<file path="config.mk">
export PLATFORM = sky130hd
export DESIGN_NAME = gpm_port
export DESIGN_NICKNAME = d
export VERILOG_FILES = /design/src/include/gpm_pkg.sv /design/src/rtl/gpm_port.sv
export VERILOG_INCLUDE_DIRS = /design/src /design/src/include
export SDC_FILE = /design/constraint.sdc
export NUM_CORES = 1
export LEC_CHECK = 0
export BUFFER_PORTS_ARGS = -buffer_cell sky130_fd_sc_hd__buf_2
export CORE_MARGIN = 4
export CORE_UTILIZATION = 50
export CTS_CLUSTER_DIAMETER = 150
export DETAILED_ROUTE_END_ITERATION = 7
export PLACE_DENSITY = 0.72
export SETUP_SLACK_MARGIN = 0.5
export SYNTH_ARGS = -nofsm -noshare
export SYNTH_HDL_FRONTEND = slang
export SYNTH_SLANG_ARGS = --single-unit
export TNS_END_PERCENT = 5
</file>
<file path="constraint.sdc">
create_clock -name clk_i -period 9 [get_ports clk_i]
set_input_delay 1.35 -clock clk_i [delete_from_list [all_inputs] [get_ports clk_i]]
set_output_delay 1.35 -clock clk_i [all_outputs]
set_load 0.01 [all_outputs]
</file>
<file path="src/include/gpm_cfg.svh">
`ifndef GPM_CFG_SVH
`define GPM_CFG_SVH

// register byte offsets on the wishbone slave
`define GPM_ADR_MASK 8'h00
`define GPM_ADR_DATA 8'h04
`define GPM_ADR_DIR 8'h08
`define GPM_ADR_PAD 8'h0c
`define GPM_ADR_FUNC 8'h10
`define GPM_ADR_DTYPE 8'h14
`define GPM_ADR_LOCK 8'h18
`define GPM_ADR_COMMIT 8'h1c
`define GPM_ADR_DSTAT 8'h20

// pad word field positions
`define GPM_PAD_DRV_LSB 0
`define GPM_PAD_DRV_MSB 2
`define GPM_PAD_TYP_LSB 4
`define GPM_PAD_TYP_MSB 6

// highest legal codes for drive strength and pad type
`define GPM_DRV_MAX_BASE 3'h3
`define GPM_DRV_MAX_EXT 3'h6
`define GPM_TYP_MAX_BASE 3'h4
`define GPM_TYP_MAX_WAKE 3'h6

// unlock key value is arbitrary
`define GPM_UNLOCK_KEY 32'h5a5a_c3c3

// reset values
`define GPM_RST_BYTE 8'h00
`define GPM_RST_FUNC 4'h0

`endif

</file>
<file path="src/include/gpm_pkg.sv">
`default_nettype none
package gpm_pkg;
    // pad drive strength codes
    typedef enum logic [2:0] {
        GPM_DRV_2MA = 3'b000,
        GPM_DRV_4MA = 3'b001,
        GPM_DRV_8MA = 3'b010,
        GPM_DRV_8MA_SLEW = 3'b011,
        GPM_DRV_6MA = 3'b100,
        GPM_DRV_10MA = 3'b101,
        GPM_DRV_12MA = 3'b110
    } gpm_drive_e;

    // pad type codes
    typedef enum logic [2:0] {
        GPM_TYP_PUSH_PULL = 3'b000,
        GPM_TYP_PULLUP = 3'b001,
        GPM_TYP_PULLDOWN = 3'b010,
        GPM_TYP_OPEN_DRAIN = 3'b011,
        GPM_TYP_ANALOG = 3'b100,
        GPM_TYP_WAKE_HIGH = 3'b101,
        GPM_TYP_WAKE_LOW = 3'b110
    } gpm_ptype_e;

    // edge or level detection codes
    typedef enum logic [2:0] {
        GPM_DET_FALL = 3'b000,
        GPM_DET_RISE = 3'b001,
        GPM_DET_BOTH = 3'b010,
        GPM_DET_LOW = 3'b011,
        GPM_DET_HIGH = 3'b100
    } gpm_det_e;

    // one pad setting
    typedef struct packed {
        gpm_ptype_e ptype;
        gpm_drive_e drive;
    } gpm_pad_s;

    // alternate function code, zero is plain port logic
    typedef logic [3:0] gpm_func_t;
endpackage : gpm_pkg
`default_nettype wire

</file>
<file path="src/rtl/gpm_port.sv">
// Function
// - pin value read returns real pin level, input or output.
// - unselected bits of pin value and detect status reads, and bits 31:8 of every read word, are zero.
// - eight-bit select mask, bit n means pin n.
// - at most one peripheral function per pin at a time.
// - a function claimed by a lower-letter port is ignored here.
// - drive strengths 2, 4, 8 mA and 8 mA with slew control.
// - extended variant also offers 6, 10 and 12 mA.
// - pad types push-pull, pull-up, pull-down, open-drain, analog.
// - optional wake pad type with high or low sense.
// - inputs keep full pad setting, pulls, analog and wake affect them.
// - pad read returns drive and type in write encoding.
// - protected pins need unlock key and commit before a pad or function change.
// - each pin detects falling, rising, both, low or high.
//
// The Wishbone slave port and the placing of the registers were chosen for this implementation.
`include "gpm_cfg.svh"
`default_nettype none

module gpm_port
    import gpm_pkg::*;
#(
    parameter int NFUNC = 15,
    parameter logic [7:0] PROT_PINS = 8'h0f,
    parameter bit EXT_DRIVE = 1'b1,
    parameter bit WAKE_SUPPORT = 1'b1
) (
    input wire logic clk_i,
    input wire logic rst_i,
    input wire logic ce_i,
    input wire logic wb_cyc_i,
    input wire logic wb_stb_i,
    input wire logic wb_we_i,
    input wire logic [7:0] wb_adr_i,
    input wire logic [3:0] wb_sel_i,
    input wire logic [31:0] wb_dat_i,
    output logic [31:0] wb_dat_o,
    output logic wb_ack_o,
    input wire logic [7:0] pin_i,
    output logic [7:0] pin_o,
    output logic [7:0] pin_oe_n_o,
    output gpm_pad_s [7:0] pad_o,
    output logic [7:0] pull_up_o,
    output logic [7:0] pull_down_o,
    output logic [7:0] analog_o,
    output logic [7:0] wake_o,
    input wire logic [NFUNC-1:0] alt_out_i,
    input wire logic [NFUNC-1:0] alt_oe_i,
    output logic [NFUNC-1:0] alt_in_o,
    input wire logic [NFUNC-1:0] lower_claim_i,
    output logic [NFUNC-1:0] claim_o
);

    ////////////////////////////////////////////////////////////////////////
    // state
    logic [7:0] mask_r;
    logic [7:0] data_r;
    logic [7:0] dir_r;
    gpm_pad_s [7:0] pad_r;
    gpm_func_t [7:0] func_r;
    gpm_det_e [7:0] det_r;
    logic locked_r;
    logic [7:0] commit_r;
    logic [7:0] dstat_r;
    logic [7:0] prev_r;
    logic ack_r;
    logic [31:0] rdat_r;

    ////////////////////////////////////////////////////////////////////////
    // bus decode: one request per ack, write takes effect as ack rises
    // the master sees ack from the same edge on which the write lands
    wire req = wb_cyc_i & wb_stb_i & ~ack_r;
    wire wr = req & wb_we_i & wb_sel_i[0];
    wire [7:0] wbyte = wb_dat_i[7:0];
    wire wr_mask = wr & (wb_adr_i == `GPM_ADR_MASK);
    wire wr_data = wr & (wb_adr_i == `GPM_ADR_DATA);
    wire wr_dir = wr & (wb_adr_i == `GPM_ADR_DIR);
    wire wr_pad = wr & (wb_adr_i == `GPM_ADR_PAD);
    wire wr_func = wr & (wb_adr_i == `GPM_ADR_FUNC);
    wire wr_det = wr & (wb_adr_i == `GPM_ADR_DTYPE);
    wire wr_lock = req & wb_we_i & (wb_adr_i == `GPM_ADR_LOCK);
    wire wr_commit = wr & (wb_adr_i == `GPM_ADR_COMMIT);
    wire wr_dstat = wr & (wb_adr_i == `GPM_ADR_DSTAT);

    // pins open for reconfiguration: unprotected, or committed
    // commit bits survive a relock, so software must clear them itself
    wire [7:0] cfg_open = ~PROT_PINS | commit_r;
    wire [7:0] cfg_sel = mask_r & cfg_open;

    // pad write fields and their legality
    wire [2:0] wr_drv = wbyte[`GPM_PAD_DRV_MSB:`GPM_PAD_DRV_LSB];
    wire [2:0] wr_typ = wbyte[`GPM_PAD_TYP_MSB:`GPM_PAD_TYP_LSB];
    wire drv_ok = (wr_drv <= `GPM_DRV_MAX_BASE)
        | (EXT_DRIVE & (wr_drv <= `GPM_DRV_MAX_EXT));
    wire typ_ok = (wr_typ <= `GPM_TYP_MAX_BASE)
        | (WAKE_SUPPORT & (wr_typ <= `GPM_TYP_MAX_WAKE));
    wire pad_go = wr_pad & drv_ok & typ_ok;
    wire func_go = wr_func & (wbyte[3:0] <= 4'(NFUNC));
    wire det_go = wr_det & (wbyte[2:0] <= 3'(GPM_DET_HIGH));

    ////////////////////////////////////////////////////////////////////////
    // lowest selected pin, the one a pad or function read reports
    logic [2:0] rd_pin;
    always_comb begin
        rd_pin = 3'h0;
        for (int p = 7; p >= 0; p--) begin
            if (mask_r[p]) begin
                rd_pin = 3'(p);
            end
        end
    end

    // read data selection, upper bits always zero
    wire [7:0] pin_view = pin_i & mask_r;
    wire [7:0] pad_view = {1'b0, pad_r[rd_pin].ptype, 1'b0,
        pad_r[rd_pin].drive};
    wire [7:0] rd_byte =
        (wb_adr_i == `GPM_ADR_MASK) ? mask_r :
        (wb_adr_i == `GPM_ADR_DATA) ? pin_view :
        (wb_adr_i == `GPM_ADR_DIR) ? dir_r :
        (wb_adr_i == `GPM_ADR_PAD) ? pad_view :
        (wb_adr_i == `GPM_ADR_FUNC) ? {4'h0, func_r[rd_pin]} :
        (wb_adr_i == `GPM_ADR_DTYPE) ? {5'h00, det_r[rd_pin]} :
        (wb_adr_i == `GPM_ADR_LOCK) ? {7'h00, locked_r} :
        (wb_adr_i == `GPM_ADR_COMMIT) ? commit_r :
        (wb_adr_i == `GPM_ADR_DSTAT) ? (dstat_r & mask_r) :
        8'h00;

    ////////////////////////////////////////////////////////////////////////
    // alternate function routing: first pin of a function wins
    logic [7:0] alt_on;
    logic [7:0][3:0] alt_idx;
    logic [NFUNC-1:0] here_claim;
    always_comb begin
        alt_on = 8'h00;
        alt_idx = '0;
        here_claim = '0;
        for (int p = 0; p < 8; p++) begin
            // code zero wraps the index, but it is never used then
            alt_idx[p] = 4'(func_r[p] - 4'h1);
            if (func_r[p] != `GPM_RST_FUNC
                && !lower_claim_i[alt_idx[p]]
                && !here_claim[alt_idx[p]]) begin
                alt_on[p] = 1'b1;
                here_claim[alt_idx[p]] = 1'b1;
            end
        end
    end

    // peripheral inputs see the level of the pin that carries them
    logic [NFUNC-1:0] alt_in_nxt;
    always_comb begin
        alt_in_nxt = '0;
        for (int p = 0; p < 8; p++) begin
            if (alt_on[p]) begin
                alt_in_nxt[alt_idx[p]] = pin_i[p];
            end
        end
    end

    ////////////////////////////////////////////////////////////////////////
    // pad drive, pulls, analog and wake per pin
    logic [7:0] pin_nxt;
    logic [7:0] oe_n_nxt;
    logic [7:0] pu_nxt;
    logic [7:0] pd_nxt;
    logic [7:0] an_nxt;
    logic [7:0] wake_nxt;
    logic [7:0] hit;
    always_comb begin
        pin_nxt = 8'h00;
        oe_n_nxt = 8'hff;
        pu_nxt = 8'h00;
        pd_nxt = 8'h00;
        an_nxt = 8'h00;
        wake_nxt = 8'h00;
        hit = 8'h00;
        for (int p = 0; p < 8; p++) begin
            pin_nxt[p] = alt_on[p] ? alt_out_i[alt_idx[p]] : data_r[p];
            oe_n_nxt[p] = ~(alt_on[p] ? alt_oe_i[alt_idx[p]] : dir_r[p]);
            // pulls, analog and wake act on inputs too, open-drain only on drive
            pu_nxt[p] = pad_r[p].ptype == GPM_TYP_PULLUP;
            pd_nxt[p] = pad_r[p].ptype == GPM_TYP_PULLDOWN;
            case (pad_r[p].ptype)
                GPM_TYP_OPEN_DRAIN: begin
                    oe_n_nxt[p] = oe_n_nxt[p] | pin_nxt[p];
                    pin_nxt[p] = 1'b0;
                end
                GPM_TYP_ANALOG: begin
                    oe_n_nxt[p] = 1'b1;
                    an_nxt[p] = 1'b1;
                end
                GPM_TYP_WAKE_HIGH: begin
                    wake_nxt[p] = pin_i[p];
                end
                GPM_TYP_WAKE_LOW: begin
                    wake_nxt[p] = ~pin_i[p];
                end
                default: begin
                end
            endcase
            case (det_r[p])
                GPM_DET_FALL: hit[p] = prev_r[p] & ~pin_i[p];
                GPM_DET_RISE: hit[p] = ~prev_r[p] & pin_i[p];
                GPM_DET_BOTH: hit[p] = prev_r[p] ^ pin_i[p];
                GPM_DET_LOW: hit[p] = ~pin_i[p];
                GPM_DET_HIGH: hit[p] = pin_i[p];
                default: hit[p] = 1'b0;
            endcase
        end
    end

    ////////////////////////////////////////////////////////////////////////
    // bus answer and port-wide registers
    always_ff @(posedge clk_i) begin
        if (rst_i) begin
            ack_r <= 1'b0;
            rdat_r <= 32'h0000_0000;
            mask_r <= `GPM_RST_BYTE;
            data_r <= `GPM_RST_BYTE;
            dir_r <= `GPM_RST_BYTE;
            locked_r <= 1'b1;
            commit_r <= `GPM_RST_BYTE;
            dstat_r <= `GPM_RST_BYTE;
            prev_r <= `GPM_RST_BYTE;
        end else if (ce_i) begin
            ack_r <= req;
            rdat_r <= {24'h00_0000, rd_byte};
            prev_r <= pin_i;
            if (wr_mask) begin
                mask_r <= wbyte;
            end
            if (wr_data) begin
                data_r <= (data_r & ~mask_r) | (wbyte & mask_r);
            end
            if (wr_dir) begin
                dir_r <= (dir_r & ~mask_r) | (wbyte & mask_r);
            end
            if (wr_lock) begin
                locked_r <= wb_dat_i != `GPM_UNLOCK_KEY;
            end
            if (wr_commit && !locked_r) begin
                commit_r <= wbyte & PROT_PINS;
            end
            // a new detection wins over a clear in the same cycle
            dstat_r <= (dstat_r & ~(wr_dstat ? wbyte & mask_r : 8'h00))
                | hit;
        end
    end

    // per-pin pad, function and detection settings
    always_ff @(posedge clk_i) begin
        if (rst_i) begin
            pad_r <= '0;
            func_r <= '0;
            det_r <= {8{GPM_DET_FALL}};
        end else if (ce_i) begin
            for (int p = 0; p < 8; p++) begin
                if (pad_go && cfg_sel[p]) begin
                    pad_r[p] <= {gpm_ptype_e'(wr_typ),
                        gpm_drive_e'(wr_drv)};
                end
                if (func_go && cfg_sel[p]) begin
                    func_r[p] <= wbyte[3:0];
                end
                if (det_go && mask_r[p]) begin
                    det_r[p] <= gpm_det_e'(wbyte[2:0]);
                end
            end
        end
    end

    // every output leaves from a flip-flop
    always_ff @(posedge clk_i) begin
        if (rst_i) begin
            pin_o <= 8'h00;
            pin_oe_n_o <= 8'hff;
            pad_o <= '0;
            pull_up_o <= 8'h00;
            pull_down_o <= 8'h00;
            analog_o <= 8'h00;
            wake_o <= 8'h00;
            alt_in_o <= '0;
            claim_o <= '0;
        end else if (ce_i) begin
            pin_o <= pin_nxt;
            pin_oe_n_o <= oe_n_nxt;
            pad_o <= pad_r;
            pull_up_o <= pu_nxt;
            pull_down_o <= pd_nxt;
            analog_o <= an_nxt;
            wake_o <= wake_nxt;
            alt_in_o <= alt_in_nxt;
            claim_o <= lower_claim_i | here_claim;
        end
    end

    assign wb_ack_o = ack_r;
    assign wb_dat_o = rdat_r;

endmodule : gpm_port
`default_nettype wire

</file>
==> summary by stage <==
Final layout
The final instance area is between 0.02 and 0.025 sq mm. The sequential cells in the finished layout cover a total of about 0.0057 sq mm. Leaving out fill and tap cells, the most frequent cell in the layout is sky130_fd_sc_hd__nor2_1.

The share of layout cells above drive strength 1 is approximately a fifth. The multi-input logic area is ~0.016 sq mm. In the layout the commonest cells are sky130_fd_sc_hd__nor2_1, sky130_fd_sc_hd__dfxtp_1, sky130_fd_sc_hd__mux2i_1. The area added between synthesis and finish is 12.2%. The filler cell count in the final layout is about 4000.

The count of nets after finishing is ~2900.

CTS
The TritonCTS clock tree is yes. Buffers inserted during clock tree synthesis total 30. No sink is reached through more buffers than the 3 on the longest clock path.

The number of buffers added to fix hold violations after cts is 0. The insertion delay of the later-clocked pin in the worst-skew pair is 0.57 ns. Clock tree synthesis found a total of roughly 280 sinks.

In this run the number of H-tree levels came out at 1. The cell at the root of the clock tree is sky130_fd_sc_hd__clkbuf_16. After clock tree synthesis, the clock-pin slew on the worst setup and hold paths is roughly 0.060 ns.

STA
The setup TNS is 0 ns. The post-route clock skew is roughly 0.017 ns. The number of max-slew violations in the final report is 0. Setup violations remaining at the end of the flow were counted as 0. Subtracting the final worst setup slack from the clock period gives between 8 and 9 ns. The number of endpoints with negative hold slack in the final report was 0. The final critical path takes up about nine tenths of the cycle.

The worst-margin pin slew is 1.31 ns. In this run the tightest slew margin relative to its limit is approximately 11%. Setup repair after global routing left no endpoint under its margin.

The tightest hold path in the finished design has a slack of between 0.4 and 0.5 ns. The maximum clock frequency is around 120 MHz.

Critical path
The cell seen most often among critical-path stages is sky130_fd_sc_hd__a211o_1. Data on the critical path arrives at its endpoint at between 8 and 9 ns. The standard cell with the maximum stage delay on the critical path is sky130_fd_sc_hd__dfxtp_1. On the worst path, the slowest cell contributes a delay of around 0.55 ns.

The maximum fanout along the worst path is 9. The number of buffer and inverter stages on the critical path is 3. The kind of cell adding the most delay to the critical path is compound AO/OA/AOI/OAI gates. The sort of element at the end of the critical path is a register. For the worst setup path, the data required time is about 9.5 ns. STA classifies the critical path startpoint as a register. The worst setup path is of the reg -> reg kind.

GRT
Entering global routing, the biggest net connects between 100 and 150 pins. The initial antenna violation count is 5. The via count of the first global-routing pass was between 20000 and 25000. Global routing consumed, over all layers together, about a third of the routing resources. The first global-routing pass estimated about 130 mm of wire. After global routing the overflow that remains totals 0.

Drt
For this block, the routed nets add up to around 90 mm of wire. For this run, the detailed router's first-pass iteration total came to 6. After detailed routing, the number of remaining DRC violations is 0. The total via count after detailed routing is 22600. The count of antenna-violating nets left after detailed routing is 0.

The number of vias per cell after detailed routing is roughly 6.7. The mean routed wirelength per cell is 25.8 microns. After the first detailed-routing iteration, the DRC count stood at between 2000 and 3000.

Power
For this design the total switching power over the nets is roughly 0.00069 W. The internal power is roughly 0.0020 W. The part of the power in registers is approximately 47%. The power per standard cell area is 109 mW/mm^2. The maximum resistive drop on vdd is 0.138 mV. Per report_power, the combinational group accounts for a little under a tenth of the total. The post-layout total power is roughly 0.0027 W.

Net switching is between 20% and 30% of the power. Of the total power, the clock network draws ~44%. The leakage power summed over all cells is 10.0 nW.

Synthesis
The number of warnings printed during yosys synthesis is 0. By area the synthesized netlist is led by sky130_fd_sc_hd__dfxtp_1, sky130_fd_sc_hd__mux2i_1, sky130_fd_sc_hd__mux4_2, sky130_fd_sc_hd__nor2_1, sky130_fd_sc_hd__nand2_1. The synthesized design spends more area on one cell type than any other, namely sky130_fd_sc_hd__dfxtp_1. For this run, the leading register cell type out of synthesis is sky130_fd_sc_hd__dfxtp_1. The number of unique standard cell types used by synthesis is about 110. The average instance in the mapped netlist occupies between 8 and 9 sq um. The cell area that synthesis handed to floorplanning was around 0.022 sq mm.

The number of storage elements in the synthesis netlist is 284. The synthesized design contains 0 enable-type register cells. The fraction of synthesized cell area taken by the top area cell type is 25.6%. The async set-or-reset flop fraction in the synthesized netlist is 0%.

Summing the sequential cell areas from Yosys gives 25.6% of the chip area. Synthesis handed over a netlist of around 2700 instances.

Worst hold path
In this run the worst hold path is classified as reg -> reg.

Place
Routability-driven placement finished with a final weighted congestion of about 1.1. Summing all placed instances gives a cell area of 0.0238 sq mm. The number of port buffers is 234.

Detailed placement ended at an HPWL of 66.3 mm.

Floorplanning
The area of the placeable core is between 0.04 and 0.05 sq mm. The height of the die is around 220 microns. Measured along the x axis, the die boundary spans 219 microns. The initial utilization of the core area, before any placement, comes to 50.4%. The floorplan step defined a die boundary enclosing 0.0479 sq mm. The I/O pin count is 262.

The standard-cell row count is just under 80.

Job
The tool flagged a number of max-cap violations equal to 0.

Status
The run finished with clean final reports.
[power groups by stage]
stage	Clock (W)	Combinational, W	Sequential (W)
after floorplan	0	0.000141	0.00131
after global placement	0	0.000240	0.00131
after detailed placement	0	0.000245	0.00131
after CTS	0.00122	0.000245	0.00128
after global routing	0.00127	0.000264	0.00128
final	0.00120	0.000252	0.00128
[final timing paths]
| path | startpoint | to | slack (ns) | cells past startpoint |
|---|---|---|---|---|
| worst max register to register | func_r[1] | alt_in_o[14] | 0.88 | 26 |
| worst min-delay path | pin_oe_n_o[5] | pin_oe_n_o[5] | 0.46 | 1 |
| worst min register to register | pin_oe_n_o[5] | pin_oe_n_o[5] | 0.46 | 1 |
| worst max-delay path | func_r[1] | alt_in_o[14] | 0.88 | 26 |
[Yosys cell counts (15+ instances only)]
master and count:
sky130_fd_sc_hd__nor2_1 384, sky130_fd_sc_hd__dfxtp_1 284, sky130_fd_sc_hd__mux2i_1 257, sky130_fd_sc_hd__nand2_1 237
sky130_fd_sc_hd__clkbuf_1 152, sky130_fd_sc_hd__nand3_1 137, sky130_fd_sc_hd__a21oi_1 118, sky130_fd_sc_hd__mux4_2 112
sky130_fd_sc_hd__inv_1 66, sky130_fd_sc_hd__o21ai_0 66, sky130_fd_sc_hd__nor3_1 60, sky130_fd_sc_hd__ha_1 49
sky130_fd_sc_hd__and3_1 42, sky130_fd_sc_hd__a22oi_1 30, sky130_fd_sc_hd__buf_1 30, sky130_fd_sc_hd__a211oi_1 29
sky130_fd_sc_hd__a311oi_1 27, sky130_fd_sc_hd__buf_4 27, sky130_fd_sc_hd__and2_1 24, sky130_fd_sc_hd__o211ai_1 24
sky130_fd_sc_hd__nand3b_1 23, sky130_fd_sc_hd__a31oi_1 21, sky130_fd_sc_hd__nor2b_1 21, sky130_fd_sc_hd__o31ai_1 21
sky130_fd_sc_hd__buf_2 20, sky130_fd_sc_hd__mux2_2 20, sky130_fd_sc_hd__nand4_1 20, sky130_fd_sc_hd__nor4_1 20
sky130_fd_sc_hd__nand2b_1 19, sky130_fd_sc_hd__nor3b_1 19, sky130_fd_sc_hd__a211o_1 15
[logic make-up after synthesis]
group                      synth area share [%]
DFF                                        25.6
AOI/OAI and AO/OA                          17.6
muxes                                      24.0
buffers and inverters                      5.66
and+or+nand+nor                            23.3
xor gates and xnor gates                   1.13
other                                    0.0169
adders and majority gates                  2.76
[registers in the layout (all words and copies together) (netlist names), 15 cells and up, named ones only]
signal    count
det_r        24
alt_in_o     15
claim_o      15
func_r       32
pad_o        48
pad_r        48
[what timing repair did]
action / in CTS / in global routing
resized for setup: 0 / 32
buffers inserted: 0 / 4
setup endpoints to repair: 0 / 33
[area by class of cell]
class / count / area share (%)
clock inverters: 8 / 0.346
multi-input cells: 2092 / 62.5
repair buffers: 303 / 6.93
inverters: 67 / 1.01
flip-flops and latches: 284 / 22.8
well taps: 592 / 2.97
clock buffers: 43 / 3.44
diodes: 2 / 0.0200
[routing by layer]
layer | up-vias | routed length, microns | track usage, % | share of wire, %
li1 | 10100 | - | - | -
met1 | 10900 | 33900 | 45.9 | 39
met2 | 1377 | 39700 | 55.9 | 45
met3 | 294 | 8540 | 6.04 | 9.8
met4 | 4 | 5230 | 16.5 | 6.0
met5 | - | 25 | 0 | 0.029
[through the flow]
| stage | setup WS, ns | std cells | util, % |
|---|---|---|---|
| 6_report | 0.877 | 3391 | 56.6 |
| 3_3_place_gp | 0.343 | 3334 | 53.9 |
| 2_1_floorplan | 1.64 | 2674 | - |
| 4_1_cts | 0.516 | 3385 | 56.1 |
| 3_5_place_dp | 0.178 | 3334 | 53.9 |
| 5_1_grt | 0.502 | 3389 | 56.6 |
Power figures use the tool's default switching activity.
